==> src/hdl/ssp_pkg.sv <==
package ssp_pkg;

    // Register byte offsets on the bus
    localparam logic [7:0] SSP_ADR_CTRL = 8'h00;
    localparam logic [7:0] SSP_ADR_BUF = 8'h04;
    localparam logic [7:0] SSP_ADR_STATE = 8'h08;
    localparam logic [7:0] SSP_ADR_PINS = 8'h0C;

    // Reset values
    localparam logic [7:0] SSP_CTRL_RST = 8'h00;
    localparam logic [7:0] SSP_BUF_RST = 8'h00;
    localparam logic [7:0] SSP_PINS_RST = 8'h03;

    // Control register fields
    localparam int SSP_CTL_WRITE_COLLISION_FLAG = 7;
    localparam int SSP_CTL_OV = 6;
    localparam int SSP_CTL_EN = 5;
    localparam int SSP_CTL_CKP = 4;
    localparam int SSP_CTL_MODE_LSB = 0;
    localparam int SSP_MODE_W = 4;

    // Port mode codes
    localparam logic [3:0] SSP_MODE_MDIV4 = 4'h0;
    localparam logic [3:0] SSP_MODE_MDIV16 = 4'h1;
    localparam logic [3:0] SSP_MODE_MDIV64 = 4'h2;
    localparam logic [3:0] SSP_MODE_MTMR = 4'h3;
    localparam logic [3:0] SSP_MODE_SLV_SEL = 4'h4;
    localparam logic [3:0] SSP_MODE_SLV_FREE = 4'h5;

    // State register fields
    localparam int SSP_ST_BF = 0;
    localparam int SSP_ST_PIF = 1;
    localparam int SSP_ST_BUSY = 2;
    localparam int SSP_ST_SCK = 3;
    localparam int SSP_ST_SDI = 4;
    localparam int SSP_ST_SEL = 5;

    // Pin control register fields
    localparam int SSP_PIN_SCK_IN = 0;
    localparam int SSP_PIN_SDO_IN = 1;
    localparam int SSP_PIN_SCK_VAL = 4;
    localparam int SSP_PIN_SDO_VAL = 5;

    // Half bit periods in system clocks for the divided rates
    localparam int SSP_HALF_DIV4 = 2;
    localparam int SSP_HALF_DIV16 = 8;
    localparam int SSP_HALF_DIV64 = 32;

    localparam int SSP_FRAME_BITS = 8;

    typedef enum logic [1:0] {
        SSP_PH_IDLE = 2'b00,
        SSP_PH_LEAD = 2'b01,
        SSP_PH_TRAIL = 2'b11
    } ssp_phase_type;

endpackage

==> src/hdl/ssp_bitclk.sv <==
`timescale 1ns/10ps
module ssp_bitclk #(
    parameter int CNT_W = 5
) (
    input wire logic clk_i,
    input wire logic rst_i,
    input wire logic run_i,
    input wire logic [1:0] rate_i,
    input wire logic period_timer_two_tick_i,
    output logic tick_o
);

    if ((1 << CNT_W) < ssp_pkg::SSP_HALF_DIV64) begin : g_chk
        $error("ssp_bitclk: CNT_W too small for the slowest rate");
    end

    logic [CNT_W-1:0] cnt_r;
    logic [CNT_W-1:0] limit;
    logic use_tmr;
    logic at_limit;

    assign limit = (rate_i == 2'h0) ? CNT_W'(ssp_pkg::SSP_HALF_DIV4 - 1) :
                   (rate_i == 2'h1) ? CNT_W'(ssp_pkg::SSP_HALF_DIV16 - 1) :
                   CNT_W'(ssp_pkg::SSP_HALF_DIV64 - 1);
    assign use_tmr = (rate_i == 2'h3);
    assign at_limit = (cnt_r == limit);

    // One tick per half bit; timer output toggles the bit clock, so it halves
    always_ff @(posedge clk_i) begin
        if (rst_i || !run_i) begin
            cnt_r <= '0;
            tick_o <= 1'b0;
        end else if (use_tmr) begin
            cnt_r <= '0;
            tick_o <= period_timer_two_tick_i;
        end else if (at_limit) begin
            cnt_r <= '0;
            tick_o <= 1'b1;
        end else begin
            cnt_r <= cnt_r + CNT_W'(1);
            tick_o <= 1'b0;
        end
    end

endmodule

==> src/hdl/ssp_spi.sv <==
`timescale 1ns/10ps
module ssp_spi #(
    parameter int ADR_W = 8
) (
    input wire logic clk_i,
    input wire logic rst_i,
    input wire logic wb_cyc_i,
    input wire logic wb_stb_i,
    input wire logic wb_we_i,
    input wire logic [ADR_W-1:0] wb_adr_i,
    input wire logic [3:0] wb_sel_i,
    input wire logic [31:0] wb_dat_i,
    output logic [31:0] wb_dat_o,
    output logic wb_ack_o,
    input wire logic sck_i,
    output logic sck_o,
    output logic sck_oe_o,
    input wire logic sdi_i,
    output logic sdo_o,
    output logic sdo_oe_o,
    input wire logic sel_n_i,
    input wire logic period_timer_two_tick_i,
    input wire logic sleep_i,
    output logic wake_o
);

    if (ADR_W < 8) begin : g_chk
        $error("ssp_spi: ADR_W must be at least 8");
    end

    ////////////////////////////////////////////////////////////////////////////
    // Registers

    logic [7:0] ctrl_r;
    logic [7:0] buf_r;
    logic [7:0] pins_r;
    logic [7:0] shreg_r;
    logic [7:0] shreg_nxt;
    logic [2:0] cnt_r;
    logic [2:0] cnt_nxt;
    ssp_pkg::ssp_phase_type phase_r;
    ssp_pkg::ssp_phase_type phase_nxt;
    logic sck_r;
    logic sck_nxt;
    logic sdo_r;
    logic sdo_nxt;
    logic slv_act_r;
    logic slv_act_nxt;
    logic [1:0] samp_r;
    logic done;
    logic bf_r;
    logic pif_r;
    logic sck_meta_r;
    logic sck_sync_r;
    logic sck_prev_r;
    logic sdi_meta_r;
    logic sdi_sync_r;
    logic sel_meta_r;
    logic sel_sync_r;

    ////////////////////////////////////////////////////////////////////////////
    // Decode

    wire en = ctrl_r[ssp_pkg::SSP_CTL_EN];
    wire clock_polarity_bit = ctrl_r[ssp_pkg::SSP_CTL_CKP];
    wire [3:0] mode = ctrl_r[ssp_pkg::SSP_CTL_MODE_LSB +: ssp_pkg::SSP_MODE_W];
    wire is_master = en && (mode <= ssp_pkg::SSP_MODE_MTMR);
    wire is_slave = en && (mode == ssp_pkg::SSP_MODE_SLV_SEL ||
                           mode == ssp_pkg::SSP_MODE_SLV_FREE);
    wire sel_gated = (mode == ssp_pkg::SSP_MODE_SLV_SEL);
    wire slave_on = is_slave && (!sel_gated || !sel_sync_r);
    wire sck_is_in = pins_r[ssp_pkg::SSP_PIN_SCK_IN];
    wire sdo_is_in = pins_r[ssp_pkg::SSP_PIN_SDO_IN];

    wire wb_hit = wb_cyc_i && wb_stb_i && !wb_ack_o;
    wire wr = wb_hit && wb_we_i && wb_sel_i[0];
    wire rd = wb_hit && !wb_we_i;
    wire [7:0] adr = wb_adr_i[7:0];
    wire adr_hi_zero = (wb_adr_i >> 8) == '0;
    wire hit_ctrl = adr_hi_zero && adr == ssp_pkg::SSP_ADR_CTRL;
    wire hit_buf = adr_hi_zero && adr == ssp_pkg::SSP_ADR_BUF;
    wire hit_state = adr_hi_zero && adr == ssp_pkg::SSP_ADR_STATE;
    wire hit_pins = adr_hi_zero && adr == ssp_pkg::SSP_ADR_PINS;
    wire [7:0] wdat = wb_dat_i[7:0];

    wire busy = (phase_r != ssp_pkg::SSP_PH_IDLE) || slv_act_r || (samp_r != 2'h0);
    wire buf_wr = wr && hit_buf;
    wire buf_rd = rd && hit_buf;
    wire write_collision_flag_set = buf_wr && busy;
    wire load = buf_wr && !busy && (is_master || is_slave);
    wire m_start = is_master && !busy && (load || sck_is_in);
    // Master fills bit 0 two cycles after its trailing edge, once the synced pin shows it
    wire m_fill = is_master && samp_r[1];
    wire [7:0] rx_byte = m_fill ? {shreg_r[7:1], sdi_sync_r} :
                         {shreg_r[6:0], sdi_sync_r};
    wire ov_set = done && is_slave && bf_r;

    wire sck_edge = sck_sync_r != sck_prev_r;
    wire s_lead = slave_on && sck_edge && (sck_sync_r != clock_polarity_bit);
    wire s_trail = slave_on && sck_edge && (sck_sync_r == clock_polarity_bit);

    logic tick;
    wire m_trail = is_master && tick && (phase_r == ssp_pkg::SSP_PH_TRAIL);

    ssp_bitclk #(
        .CNT_W(5)
    ) u_bitclk (
        .clk_i(clk_i),
        .rst_i(rst_i),
        .run_i(is_master && phase_r != ssp_pkg::SSP_PH_IDLE && !sleep_i),
        .rate_i(mode[1:0]),
        .period_timer_two_tick_i(period_timer_two_tick_i),
        .tick_o(tick)
    );

    ////////////////////////////////////////////////////////////////////////////
    // Shift engine

    always_comb begin
        phase_nxt = phase_r;
        cnt_nxt = cnt_r;
        shreg_nxt = shreg_r;
        sck_nxt = sck_r;
        sdo_nxt = sdo_r;
        slv_act_nxt = slv_act_r;
        done = 1'b0;
        if (!en) begin
            phase_nxt = ssp_pkg::SSP_PH_IDLE;
            cnt_nxt = 3'h0;
            slv_act_nxt = 1'b0;
            sck_nxt = clock_polarity_bit;
        end else if (is_master) begin
            if (m_fill) begin
                shreg_nxt[0] = sdi_sync_r;
                done = (phase_r == ssp_pkg::SSP_PH_IDLE);
            end
            if (phase_r == ssp_pkg::SSP_PH_IDLE) begin
                sck_nxt = clock_polarity_bit;
                if (m_start) begin
                    phase_nxt = ssp_pkg::SSP_PH_LEAD;
                    cnt_nxt = 3'h0;
                end
                if (load) begin
                    shreg_nxt = wdat;
                end
            end else if (tick) begin
                unique case (phase_r)
                    ssp_pkg::SSP_PH_LEAD: begin
                        sck_nxt = !clock_polarity_bit;
                        sdo_nxt = shreg_r[7];
                        phase_nxt = ssp_pkg::SSP_PH_TRAIL;
                    end
                    ssp_pkg::SSP_PH_TRAIL: begin
                        sck_nxt = clock_polarity_bit;
                        shreg_nxt = {shreg_nxt[6:0], 1'b0};
                        cnt_nxt = cnt_r + 3'h1;
                        if (cnt_r == 3'(ssp_pkg::SSP_FRAME_BITS - 1)) begin
                            phase_nxt = ssp_pkg::SSP_PH_IDLE;
                        end else begin
                            phase_nxt = ssp_pkg::SSP_PH_LEAD;
                        end
                    end
                    default: begin
                        phase_nxt = ssp_pkg::SSP_PH_IDLE;
                    end
                endcase
            end
        end else if (is_slave) begin
            phase_nxt = ssp_pkg::SSP_PH_IDLE;
            sck_nxt = clock_polarity_bit;
            if (load) begin
                shreg_nxt = wdat;
                cnt_nxt = 3'h0;
            end
            if (s_lead) begin
                sdo_nxt = shreg_r[7];
                slv_act_nxt = 1'b1;
            end else if (s_trail) begin
                shreg_nxt = rx_byte;
                cnt_nxt = cnt_r + 3'h1;
                if (cnt_r == 3'(ssp_pkg::SSP_FRAME_BITS - 1)) begin
                    done = 1'b1;
                    slv_act_nxt = 1'b0;
                end
            end
        end else begin
            phase_nxt = ssp_pkg::SSP_PH_IDLE;
            slv_act_nxt = 1'b0;
            sck_nxt = clock_polarity_bit;
        end
    end

    always_ff @(posedge clk_i) begin
        if (rst_i) begin
            phase_r <= ssp_pkg::SSP_PH_IDLE;
            cnt_r <= 3'h0;
            shreg_r <= 8'h00;
            sck_r <= 1'b0;
            sdo_r <= 1'b0;
            slv_act_r <= 1'b0;
            samp_r <= 2'h0;
        end else begin
            phase_r <= phase_nxt;
            cnt_r <= cnt_nxt;
            shreg_r <= shreg_nxt;
            sck_r <= sck_nxt;
            sdo_r <= sdo_nxt;
            slv_act_r <= slv_act_nxt;
            samp_r <= {samp_r[0], m_trail};
        end
    end

    ////////////////////////////////////////////////////////////////////////////
    // Pin synchronisers

    always_ff @(posedge clk_i) begin
        if (rst_i) begin
            sck_meta_r <= 1'b0;
            sck_sync_r <= 1'b0;
            sck_prev_r <= 1'b0;
            sdi_meta_r <= 1'b0;
            sdi_sync_r <= 1'b0;
            sel_meta_r <= 1'b1;
            sel_sync_r <= 1'b1;
        end else begin
            sck_meta_r <= sck_i;
            sck_sync_r <= sck_meta_r;
            sck_prev_r <= sck_sync_r;
            sdi_meta_r <= sdi_i;
            sdi_sync_r <= sdi_meta_r;
            sel_meta_r <= sel_n_i;
            sel_sync_r <= sel_meta_r;
        end
    end

    ////////////////////////////////////////////////////////////////////////////
    // Software registers and flags

    wire write_collision_flag_nxt = write_collision_flag_set || ((wr && hit_ctrl) ? wdat[ssp_pkg::SSP_CTL_WRITE_COLLISION_FLAG] :
                                 ctrl_r[ssp_pkg::SSP_CTL_WRITE_COLLISION_FLAG]);
    wire ov_nxt = ov_set || ((wr && hit_ctrl) ? wdat[ssp_pkg::SSP_CTL_OV] :
                             ctrl_r[ssp_pkg::SSP_CTL_OV]);
    wire [5:0] cfg_nxt = (wr && hit_ctrl) ? wdat[5:0] : ctrl_r[5:0];
    wire bf_nxt = (done && !ov_set) || (bf_r && !buf_rd);
    wire pif_clr = wr && hit_state && wdat[ssp_pkg::SSP_ST_PIF];
    wire pif_nxt = done || (pif_r && !pif_clr);

    always_ff @(posedge clk_i) begin
        if (rst_i) begin
            ctrl_r <= ssp_pkg::SSP_CTRL_RST;
            pins_r <= ssp_pkg::SSP_PINS_RST;
            bf_r <= 1'b0;
            pif_r <= 1'b0;
        end else begin
            ctrl_r <= {write_collision_flag_nxt, ov_nxt, cfg_nxt};
            pins_r <= (wr && hit_pins) ? wdat : pins_r;
            bf_r <= bf_nxt;
            pif_r <= pif_nxt;
        end
    end

    // Overflowed bytes never reach the buffer
    always_ff @(posedge clk_i) begin
        if (rst_i) begin
            buf_r <= ssp_pkg::SSP_BUF_RST;
        end else if (done && !ov_set) begin
            buf_r <= rx_byte;
        end else if (load) begin
            buf_r <= wdat;
        end
    end

    ////////////////////////////////////////////////////////////////////////////
    // Bus answer and pins

    wire [7:0] state_val = {2'b00, sel_sync_r, sdi_sync_r, sck_sync_r, busy, pif_r, bf_r};
    wire [7:0] rd_val = hit_ctrl ? ctrl_r :
                        hit_buf ? buf_r :
                        hit_state ? state_val :
                        hit_pins ? pins_r : 8'h00;

    // Pins fall back to plain I/O set by the pin control register while the port is off
    wire sck_pin_nxt = (en && is_master) ? sck_nxt : pins_r[ssp_pkg::SSP_PIN_SCK_VAL];
    wire sck_oe_nxt = !sck_is_in && (!en || is_master);
    wire sdo_pin_nxt = en ? sdo_nxt : pins_r[ssp_pkg::SSP_PIN_SDO_VAL];
    wire sdo_oe_nxt = !sdo_is_in && (!en || is_master || slave_on);

    always_ff @(posedge clk_i) begin
        if (rst_i) begin
            wb_ack_o <= 1'b0;
            wb_dat_o <= 32'h0000_0000;
            sck_o <= 1'b0;
            sck_oe_o <= 1'b0;
            sdo_o <= 1'b0;
            sdo_oe_o <= 1'b0;
            wake_o <= 1'b0;
        end else begin
            wb_ack_o <= wb_hit;
            wb_dat_o <= rd ? {24'h00_0000, rd_val} : 32'h0000_0000;
            sck_o <= sck_pin_nxt;
            sck_oe_o <= sck_oe_nxt;
            sdo_o <= sdo_pin_nxt;
            sdo_oe_o <= sdo_oe_nxt;
            wake_o <= done && is_slave && sleep_i;
        end
    end

endmodule

==> config.mk <==
export PLATFORM = sky130hd
export DESIGN_NAME = ssp_spi
export DESIGN_NICKNAME = d
export VERILOG_FILES = /design/src/hdl/ssp_pkg.sv /design/src/hdl/ssp_bitclk.sv /design/src/hdl/ssp_spi.sv
export SDC_FILE = /design/constraint.sdc
export NUM_CORES = 1
export LEC_CHECK = 0
export ABC_AREA = 1
export BUFFER_PORTS_ARGS = -buffer_cell sky130_fd_sc_hd__buf_2
export CAP_MARGIN = 25
export CELL_PAD_IN_SITES_DETAIL_PLACEMENT = 2
export CELL_PAD_IN_SITES_GLOBAL_PLACEMENT = 2
export CORE_MARGIN = 1.5
export CORE_UTILIZATION = 32
export CTS_CLUSTER_DIAMETER = 40
export CTS_CLUSTER_SIZE = 20
export DETAILED_ROUTE_END_ITERATION = 7
export GPL_ROUTABILITY_DRIVEN = 0
export PLACE_DENSITY = 0.95
export SKIP_LAST_GASP = 1
export SLEW_MARGIN = 10
export SYNTH_ARGS = -nofsm -noshare
export SYNTH_HDL_FRONTEND = slang
export SYNTH_SLANG_ARGS = --single-unit
==> constraint.sdc <==
create_clock -name clk_i -period 4.93 [get_ports clk_i]
set_input_delay 0.493 -clock clk_i [delete_from_list [all_inputs] [get_ports clk_i]]
set_output_delay 0.493 -clock clk_i [all_outputs]
set_load 0.05 [all_outputs]
==> summary.txt, run 1 <==
Outcome
  • Outcome: finished, final reports clean

Power
  • Static leakage: 2.00 nW
  • Max VDD drop: 0.242 mV
  • Total power density per cell area: between 300 and 400 nW/µm²

Global routing
  • Gr ovfl total: 0
  • Largest net degree at the start of global routing: 37
  • Antenna violations before repair: 0
  • Gr usage total: roughly 24%
  • First-pass GRT wire length: 24,000 µm
  • Vias in the first global route: 4,509

Critical path
  • Slowest CP cell: nor2_1
  • Setup crit end kind: register
  • Max stage delay on crit path: approximately 0.71 ns
  • Worst EP required: 5.18 ns
  • Crit path kind: primary input to register
  • Crit Path Max Fanout: 12
  • Worst Path Arrival: about 2.8 ns
  • Worst Path Buf+Inv: 3
  • FF-to-FF path depth: 10
  • Cell mode on critical path: nor2_1
  • Worst setup SP type: primary input
  • CP Cell Sequence: buf_2, nor2_1, nand2_2, nor2_1, nand3_1, nor2_1, inv_1, nand2_1, o211ai_1, nand2_1, inv_1
  • R2R setup slack: roughly 2.6 ns
  • R2R Path End: ctrl_r[7]$_SDFF_PP0_
  • Crit path max-delay family: simple AND/OR/NAND/NOR gates
  • Worst r2r src: wb_ack_o$_SDFF_PP0_

Synthesis
  • Yosys cell types: between 40 and 50
  • Cell area after synthesis: about 4000 µm²
  • Sequential area share after synthesis: 35.1%
  • Post-Synthesis Cells: ~570
  • Syn avg cell area: approximately 7 µm²
  • Ys Warns: 0
  • #FFs+latches synth: 71

Timing
  • Slew @ Worst Pin: around 0.8 ns
  • Max_slew headroom: 45.9%
  • Slew Limit Fails: 0
  • Post-route setup slack: 2.42 ns
  • Setup-failing EPs final: 0
  • Crit path time final: between 2 and 3 ns
  • WHS: roughly 0.35 ns
  • Fin Setup TNS: 0 ns
  • Max Clock Freq: 399 MHz
  • RSZ-0062 raised after global routing: no
  • Clock Skew: around 0.0095 ns
  • Final Hold Viols: 0
  • Final Cycle Share: about half

Finish
  • Ant diodes: 0
  • Finished layout cell area: around 4600 µm²
  • NumNets Final: 657
  • Commonest non-fill, non-tap cells in the layout: nand2_1 (141), dfxtp_1 (71), inv_1 (63)
  • Final core utilization: between 30% and 40%
  • Leading cell type in the layout, fill and taps excluded: nand2_1
  • Share of cells above drive strength 1: about a fifth
  • Synthesis-to-layout area growth: 13.0%

Clock network
  • Post-CTS Setup Bufs: 0
  • CTS tree: yes
  • PostCTS Resize Cnt: 0
  • Hold-fix buffers, CTS: 0
  • Clk buf depth: 2
  • CTS buffer count: 9
  • Clk sinks: 71
  • CTS H-tree lvls: 3
  • CTS root buf: clkbuf_16
  • Clock latency on the worst-skew pair: around 0.35 ns
  • Clock slew at reported path FFs: 0.07 ns

Drt
  • First drt pass iteration count: 5
  • Post-route DRC: 0
  • DR iter-0 viols: between 150 and 200
  • Final antenna-violating net count: 0
  • DR vias: approximately 4,000
  • WL final: 15,500 µm
  • Wire length per cell: around 20 µm
  • Vias per cell: between 5 and 6

Min path
  • Hold Crit Endpoint: sel_meta_r$_SDFF_PP1_
  • HP Start: sel_n_i
  • Worst hold path stage count: 2
  • Hold Crit Class: primary input to register

Die
  • Die span in y: between 100 and 150 µm
  • Initial Util: between 30% and 40%
  • Io pins: 92
  • Die Wd: around 120 µm
  • Rows: 40
  • Core Region: 12,200 µm²
  • DIE AREA: between 10,000 and 15,000 µm²

Placed design
  • # port buffers: 40
  • DP Worst Slack: approximately 2.1 ns
  • DP Area: 4250 µm²
  • Dpl hpwl: 11,200 µm

Run
  • Count of maximum capacitance violations: 0
[cell families after synthesis]
group | after synthesis | synth area share [%]
buffers and inverters | 109 | 13.8
AOI/OAI and AO/OA | 102 | 15.3
other | 1 | 0.0926
adders and majority gates | 3 | 0.927
DFF | 71 | 35.1
and+or+nand+nor | 277 | 33.9
xor gates and xnor gates | 3 | 0.835
[cell type report]
type                    instances  area (µm²)
clock inverters                 7        97.6
inverters                      69         262
fillers                      1458        7590
repair buffers                 40         200
well taps                     168         210
multi-input cells             409        2160
flip-flops and latches         71        1420
clock buffers                   9         225
[worst reg2reg max path, stage by stage (launching register included)]
cell and delay (ns):
dfxtp_1 0.31, inv_1 0.05, nand3_1 0.15, nor2_2 0.36
inv_1 0.16, nor2_1 0.63, inv_1 0.26, nand2_1 0.13
o211ai_1 0.10, nand2_1 0.08, inv_1 0.06
[where the power goes]
group | switching [mW] | internal, mW | total, mW
Combinational | 0.0721 | 0.0128 | 0.0850
Clock | 0.284 | 0.444 | 0.728
Sequential | 0.00235 | 0.576 | 0.579
[metrics by stage]
stage | power (mW) | cells
after floorplan | 0.666 | 589
after global placement | 0.671 | 757
after detailed placement | 0.674 | 757
after CTS | 1.40 | 773
after global routing | 1.43 | 773
final | 1.39 | 773
[how the worst max path moves through the flow]
stage	slack, ns	from	end	cells after the start
2_1_floorplan	3.20	wb_ack_o$_SDFF_PP0_	shreg_r[3]$_SDFFE_PP0P_	9
3_3_place_gp	2.48	wb_adr_i[5]	ctrl_r[7]$_SDFF_PP0_	11
3_5_place_dp	2.12	wb_adr_i[5]	ctrl_r[7]$_SDFF_PP0_	11
4_1_cts	2.52	wb_adr_i[5]	ctrl_r[7]$_SDFF_PP0_	10
5_1_grt	2.28	wb_adr_i[5]	ctrl_r[7]$_SDFF_PP0_	10
6_report	2.42	wb_adr_i[5]	ctrl_r[7]$_SDFF_PP0_	11
[cell usage after synthesis (all sizes together)]
cell type	number	share of area, %
o211ai	6	1.1
or2	3	0.46
a41oi	6	1.3
xor2	2	0.62
inv	69	6.5
nand2	154	16
nand3b	2	0.46
a211oi	5	0.93
o21a	1	0.19
clkbuf	5	0.46
nor2	62	7.2
ha	3	0.93
o31ai	1	0.19
conb	1	0.093
o2111ai	1	0.22
nand3	48	7.7
xnor2	1	0.22
nand4	3	0.83
nor4	2	0.68
nor3	3	0.37
a31oi	1	0.15
o21ai	40	4.9
a21boi	2	0.37
buf	35	6.9
a21oi	39	5.9
dfxtp	71	35
[flip-flops by register name (all words and copies together), names as in the netlist, 2 cells and up]
signal and flops:
cnt_r 3, wb_dat_o 8, samp_r 2, buf_r 8, pins_r 8, phase_r 2, u_bitclk.cnt_r 5, ctrl_r 8
shreg_r 8
[per-layer routing]
layer  GRT usage, %  wire length, µm
met1           25.8             5950
met2           44.8             8260
met3           6.59              739
met4           11.1              500
met5              0                0
No activity file was read; power rests on OpenSTA's default activity.
==> inputs of run 2 (changes only) <==
--- a/config.mk
+++ b/config.mk
@@ -11,12 +11,12 @@
 export CELL_PAD_IN_SITES_DETAIL_PLACEMENT = 2
 export CELL_PAD_IN_SITES_GLOBAL_PLACEMENT = 2
 export CORE_MARGIN = 1.5
-export CORE_UTILIZATION = 32
+export CORE_UTILIZATION = 30
 export CTS_CLUSTER_DIAMETER = 40
 export CTS_CLUSTER_SIZE = 20
 export DETAILED_ROUTE_END_ITERATION = 7
 export GPL_ROUTABILITY_DRIVEN = 0
-export PLACE_DENSITY = 0.95
+export PLACE_DENSITY = 0.9
 export SKIP_LAST_GASP = 1
 export SLEW_MARGIN = 10
 export SYNTH_ARGS = -nofsm -noshare
==> constraint.sdc (replaced) <==
create_clock -name clk_i -period 2.62 [get_ports clk_i]
set_input_delay 0.262 -clock clk_i [delete_from_list [all_inputs] [get_ports clk_i]]
set_output_delay 0.262 -clock clk_i [all_outputs]
set_load 0.05 [all_outputs]
==> run 2 against run 1 <==
Core utilization decreased by 2.5 points. Combinational power increased by 89%. Wire length decreased by 2.9%. Total power increased by 83%. Global-route usage decreased by 1.9 points. Hold slack got worse by 0.23 ns. Count of clock-buffer cells in the layout increased by 3. Via count decreased by 1.1%. Cell area increased by 1.1%. Sequential power increased by 88%. Critical path type is now register to register. Largest cell class unchanged. Largest power group unchanged. Highest routed layer unchanged.
==> summary.txt, run 2 (synthesized netlist as in run 1, its figures left out) <==
Power
  • Static leakage: 2.03 nW (+1.7%)
  • Switching share of power: 25.4% (-0.34 points)
  • Sw Pwr: 0.648 mW (+81%)
  • Comb power frac: 6.3% (+0.2 points)
  • Total power density per cell area: 551 nW/µm² (+81%)
  • Clock Power Share: 50.9% (-1.4 points)
  • Max VDD drop: 0.241 mV (about the same)
  • Post-layout power: 2.55 mW (+83%)
  • Cell internal pwr: 1.90 mW (+84%)
  • Reg power frac: 42.8% (+1.2 points)

Clock network
  • Clock slew at reported path FFs: 0.06 ns (about the same)
  • CTS H-tree lvls: 3 (unchanged)
  • CTS buffer count: 9 (unchanged)
  • Clock latency on the worst-skew pair: 0.35 ns (about the same)
  • Clk buf depth: 2 (unchanged)
  • PostCTS Resize Cnt: 0 (unchanged)
  • CTS tree: yes
  • Clk sinks: 71 (unchanged)
  • CTS root buf: clkbuf_16
  • Post-CTS Setup Bufs: 0 (unchanged)
  • Hold-fix buffers, CTS: 0 (unchanged)

Critical path
  • CP Cell Sequence: nor2_2, nand2_4, inv_4, nand2_1, o21ai_0, nand3_1, nand2_2, a21oi_2
  • Setup crit end kind: register
  • Slowest CP cell: dfxtp_1
  • Crit path kind: register to register
  • Worst EP required: 2.82 ns (-2.36 ns)
  • Max stage delay on crit path: 0.40 ns (-0.31 ns)
  • Worst Path Arrival: 2.40 ns (-0.35 ns)
  • Crit Path Max Fanout: 16 (+4)
  • Worst setup SP type: register
  • FF-to-FF path depth: 8 (-2)

Drt
  • Wire length per cell: 19.0 µm (-4.9%)
  • Final antenna-violating net count: 0 (unchanged)
  • WL final: 15,000 µm (-2.9%)
  • Post-route DRC: 0 (unchanged)
  • DR vias: 3,976 (-1.1%)
  • First drt pass iteration count: 4 (-1)
  • Vias per cell: 5.04 (-3.1%)
  • DR iter-0 viols: 184 (+0.55%)

Timing
  • Final Hold Viols: 0 (unchanged)
  • RSZ-0062 raised after global routing: no
  • Clock Skew: 0.00685 ns (-0.00263 ns)
  • Setup-failing EPs final: 0 (unchanged)
  • Slew Limit Fails: 0 (unchanged)
  • Fin Setup TNS: 0 ns (unchanged)
  • Final Cycle Share: about 84%
  • Max Clock Freq: about 450 MHz
  • Crit path time final: about 2.2 ns
  • Slew @ Worst Pin: 0.851 ns (+0.0408 ns)
  • Max_slew headroom: 43.3% (-2.7 points)

Placed design
  • # port buffers: 40 (unchanged)
  • Dpl hpwl: 11,100 µm (-0.36%)

Finish
  • Ant diodes: 0 (unchanged)
  • Fillers: 1,587 (+8.8%)
  • NumNets Final: 665 (+1.2%)
  • Share of cells above drive strength 1: 20.6% (+0.72 points)
  • Commonest non-fill, non-tap cells in the layout: nand2_1 (141), dfxtp_1 (71), inv_1 (63)
  • Synthesis-to-layout area growth: 14.3%
  • Leading cell type in the layout, fill and taps excluded: nand2_1

Die
  • Initial Util: 30.7% (-2.6 points)
  • Io pins: 92 (unchanged)
  • Die span in y: 119 µm (+3.2%)
  • Core Region: 13,200 µm² (+8.5%)
  • DIE AREA: 14,200 µm² (+6.5%)
  • Rows: 42 (+5.0%)
  • Die Wd: 119 µm (+3.2%)

Global routing
  • Gr ovfl total: 0 (unchanged)
  • Layer with the highest usage: met2
  • Met2 usage: 41.5% (-3.3 points)
  • Antenna violations before repair: 0 (unchanged)
  • M3 GR Usage: 2.97% (-3.6 points)
  • Vias in the first global route: 4,548 (+0.86%)
  • Largest net degree at the start of global routing: 37 (unchanged)
  • First-pass GRT wire length: 24,300 µm (+1.4%)
  • Global routing usage on met1: 25.0% (-0.77 points)
  • Gr usage total: 22.4% (-1.9 points)

Min path
  • Hold Crit Class: primary input to register
  • Worst hold path stage count: 2 (unchanged)

Outcome
  • Outcome: finished, final reports clean

Run
  • Count of maximum capacitance violations: 0 (unchanged)
[run 2: cell count changes in the layout (fill, tap and decap cells not counted), sizes merged]
| cell | previous run | this run |
|---|---|---|
| clkbuf | 9 | 12 |
| bufinv | 2 | 1 |
| clkinv | 3 | 1 |
| buf | 40 | 48 |
[run 2: power by group through the flow]
stage / logic (mW) / clock network [mW] / registers (mW)
after floorplan: 0.141 / 0 / 1.11
after global placement: 0.153 / 0 / 1.11
after detailed placement: 0.158 / 0 / 1.11
after CTS: 0.160 / 1.32 / 1.09
after global routing: 0.170 / 1.36 / 1.09
final: 0.161 / 1.30 / 1.09
[run 2: critical path, delay by kind of cell (launching register included)]
| kind | cells | cell delay [ns] |
|---|---|---|
| simple gates | 5 | 1.03 |
| compound gates | 2 | 0.43 |
| flops | 1 | 0.40 |
| buf+inv | 1 | 0.18 |
[run 2: cell type report]
| class | instances | area (µm²) | share of cell area [%] |
|---|---|---|---|
| clock inverter | 4 | 53.8 | 1.16 |
| inverter | 69 | 262 | 5.65 |
| multi-input combinational | 409 | 2150 | 46.5 |
| sequential | 71 | 1420 | 30.7 |
| clock buffer | 12 | 256 | 5.54 |
| tap | 176 | 220 | 4.76 |
| timing repair buffer | 48 | 260 | 5.62 |
[run 2: layer usage]
metal	share of wire, %	vias up	wire [µm]
li1	-	1860	-
met3	3.5	32	523
met4	3.2	0	477
met5	0	-	0
met2	53	87	8000
met1	40	1997	6000
[run 2: metrics by stage]
stage               area (µm²)  cells  util, %  hold WS (ns)  setup slack, ns
detailed placement        4320    773     32.7         0.416            0.557
CTS                       4630    789     35.1         0.114            0.420
floorplan                 4140    589        -         0.366            0.886
global placement          4320    773     32.7         0.394            0.657
global route              4630    789     35.1         0.115            0.257
finish                    4630    789     35.1         0.113            0.421
[run 2: path summary, 6_finish.rpt]
| path | start | end | slack, ns |
|---|---|---|---|
| setup / recovery | ctrl_r[2]$_SDFFE_PP0P_ | buf_r[6]$_SDFFE_PP0P_ | 0.42 |
| hold / removal | sel_n_i | sel_meta_r$_SDFF_PP1_ | 0.11 |
| setup reg to reg | ctrl_r[2]$_SDFFE_PP0P_ | buf_r[6]$_SDFFE_PP0P_ | 0.42 |
| hold reg to reg | sdi_meta_r$_SDFF_PP0_ | sdi_sync_r$_SDFF_PP0_ | 0.42 |
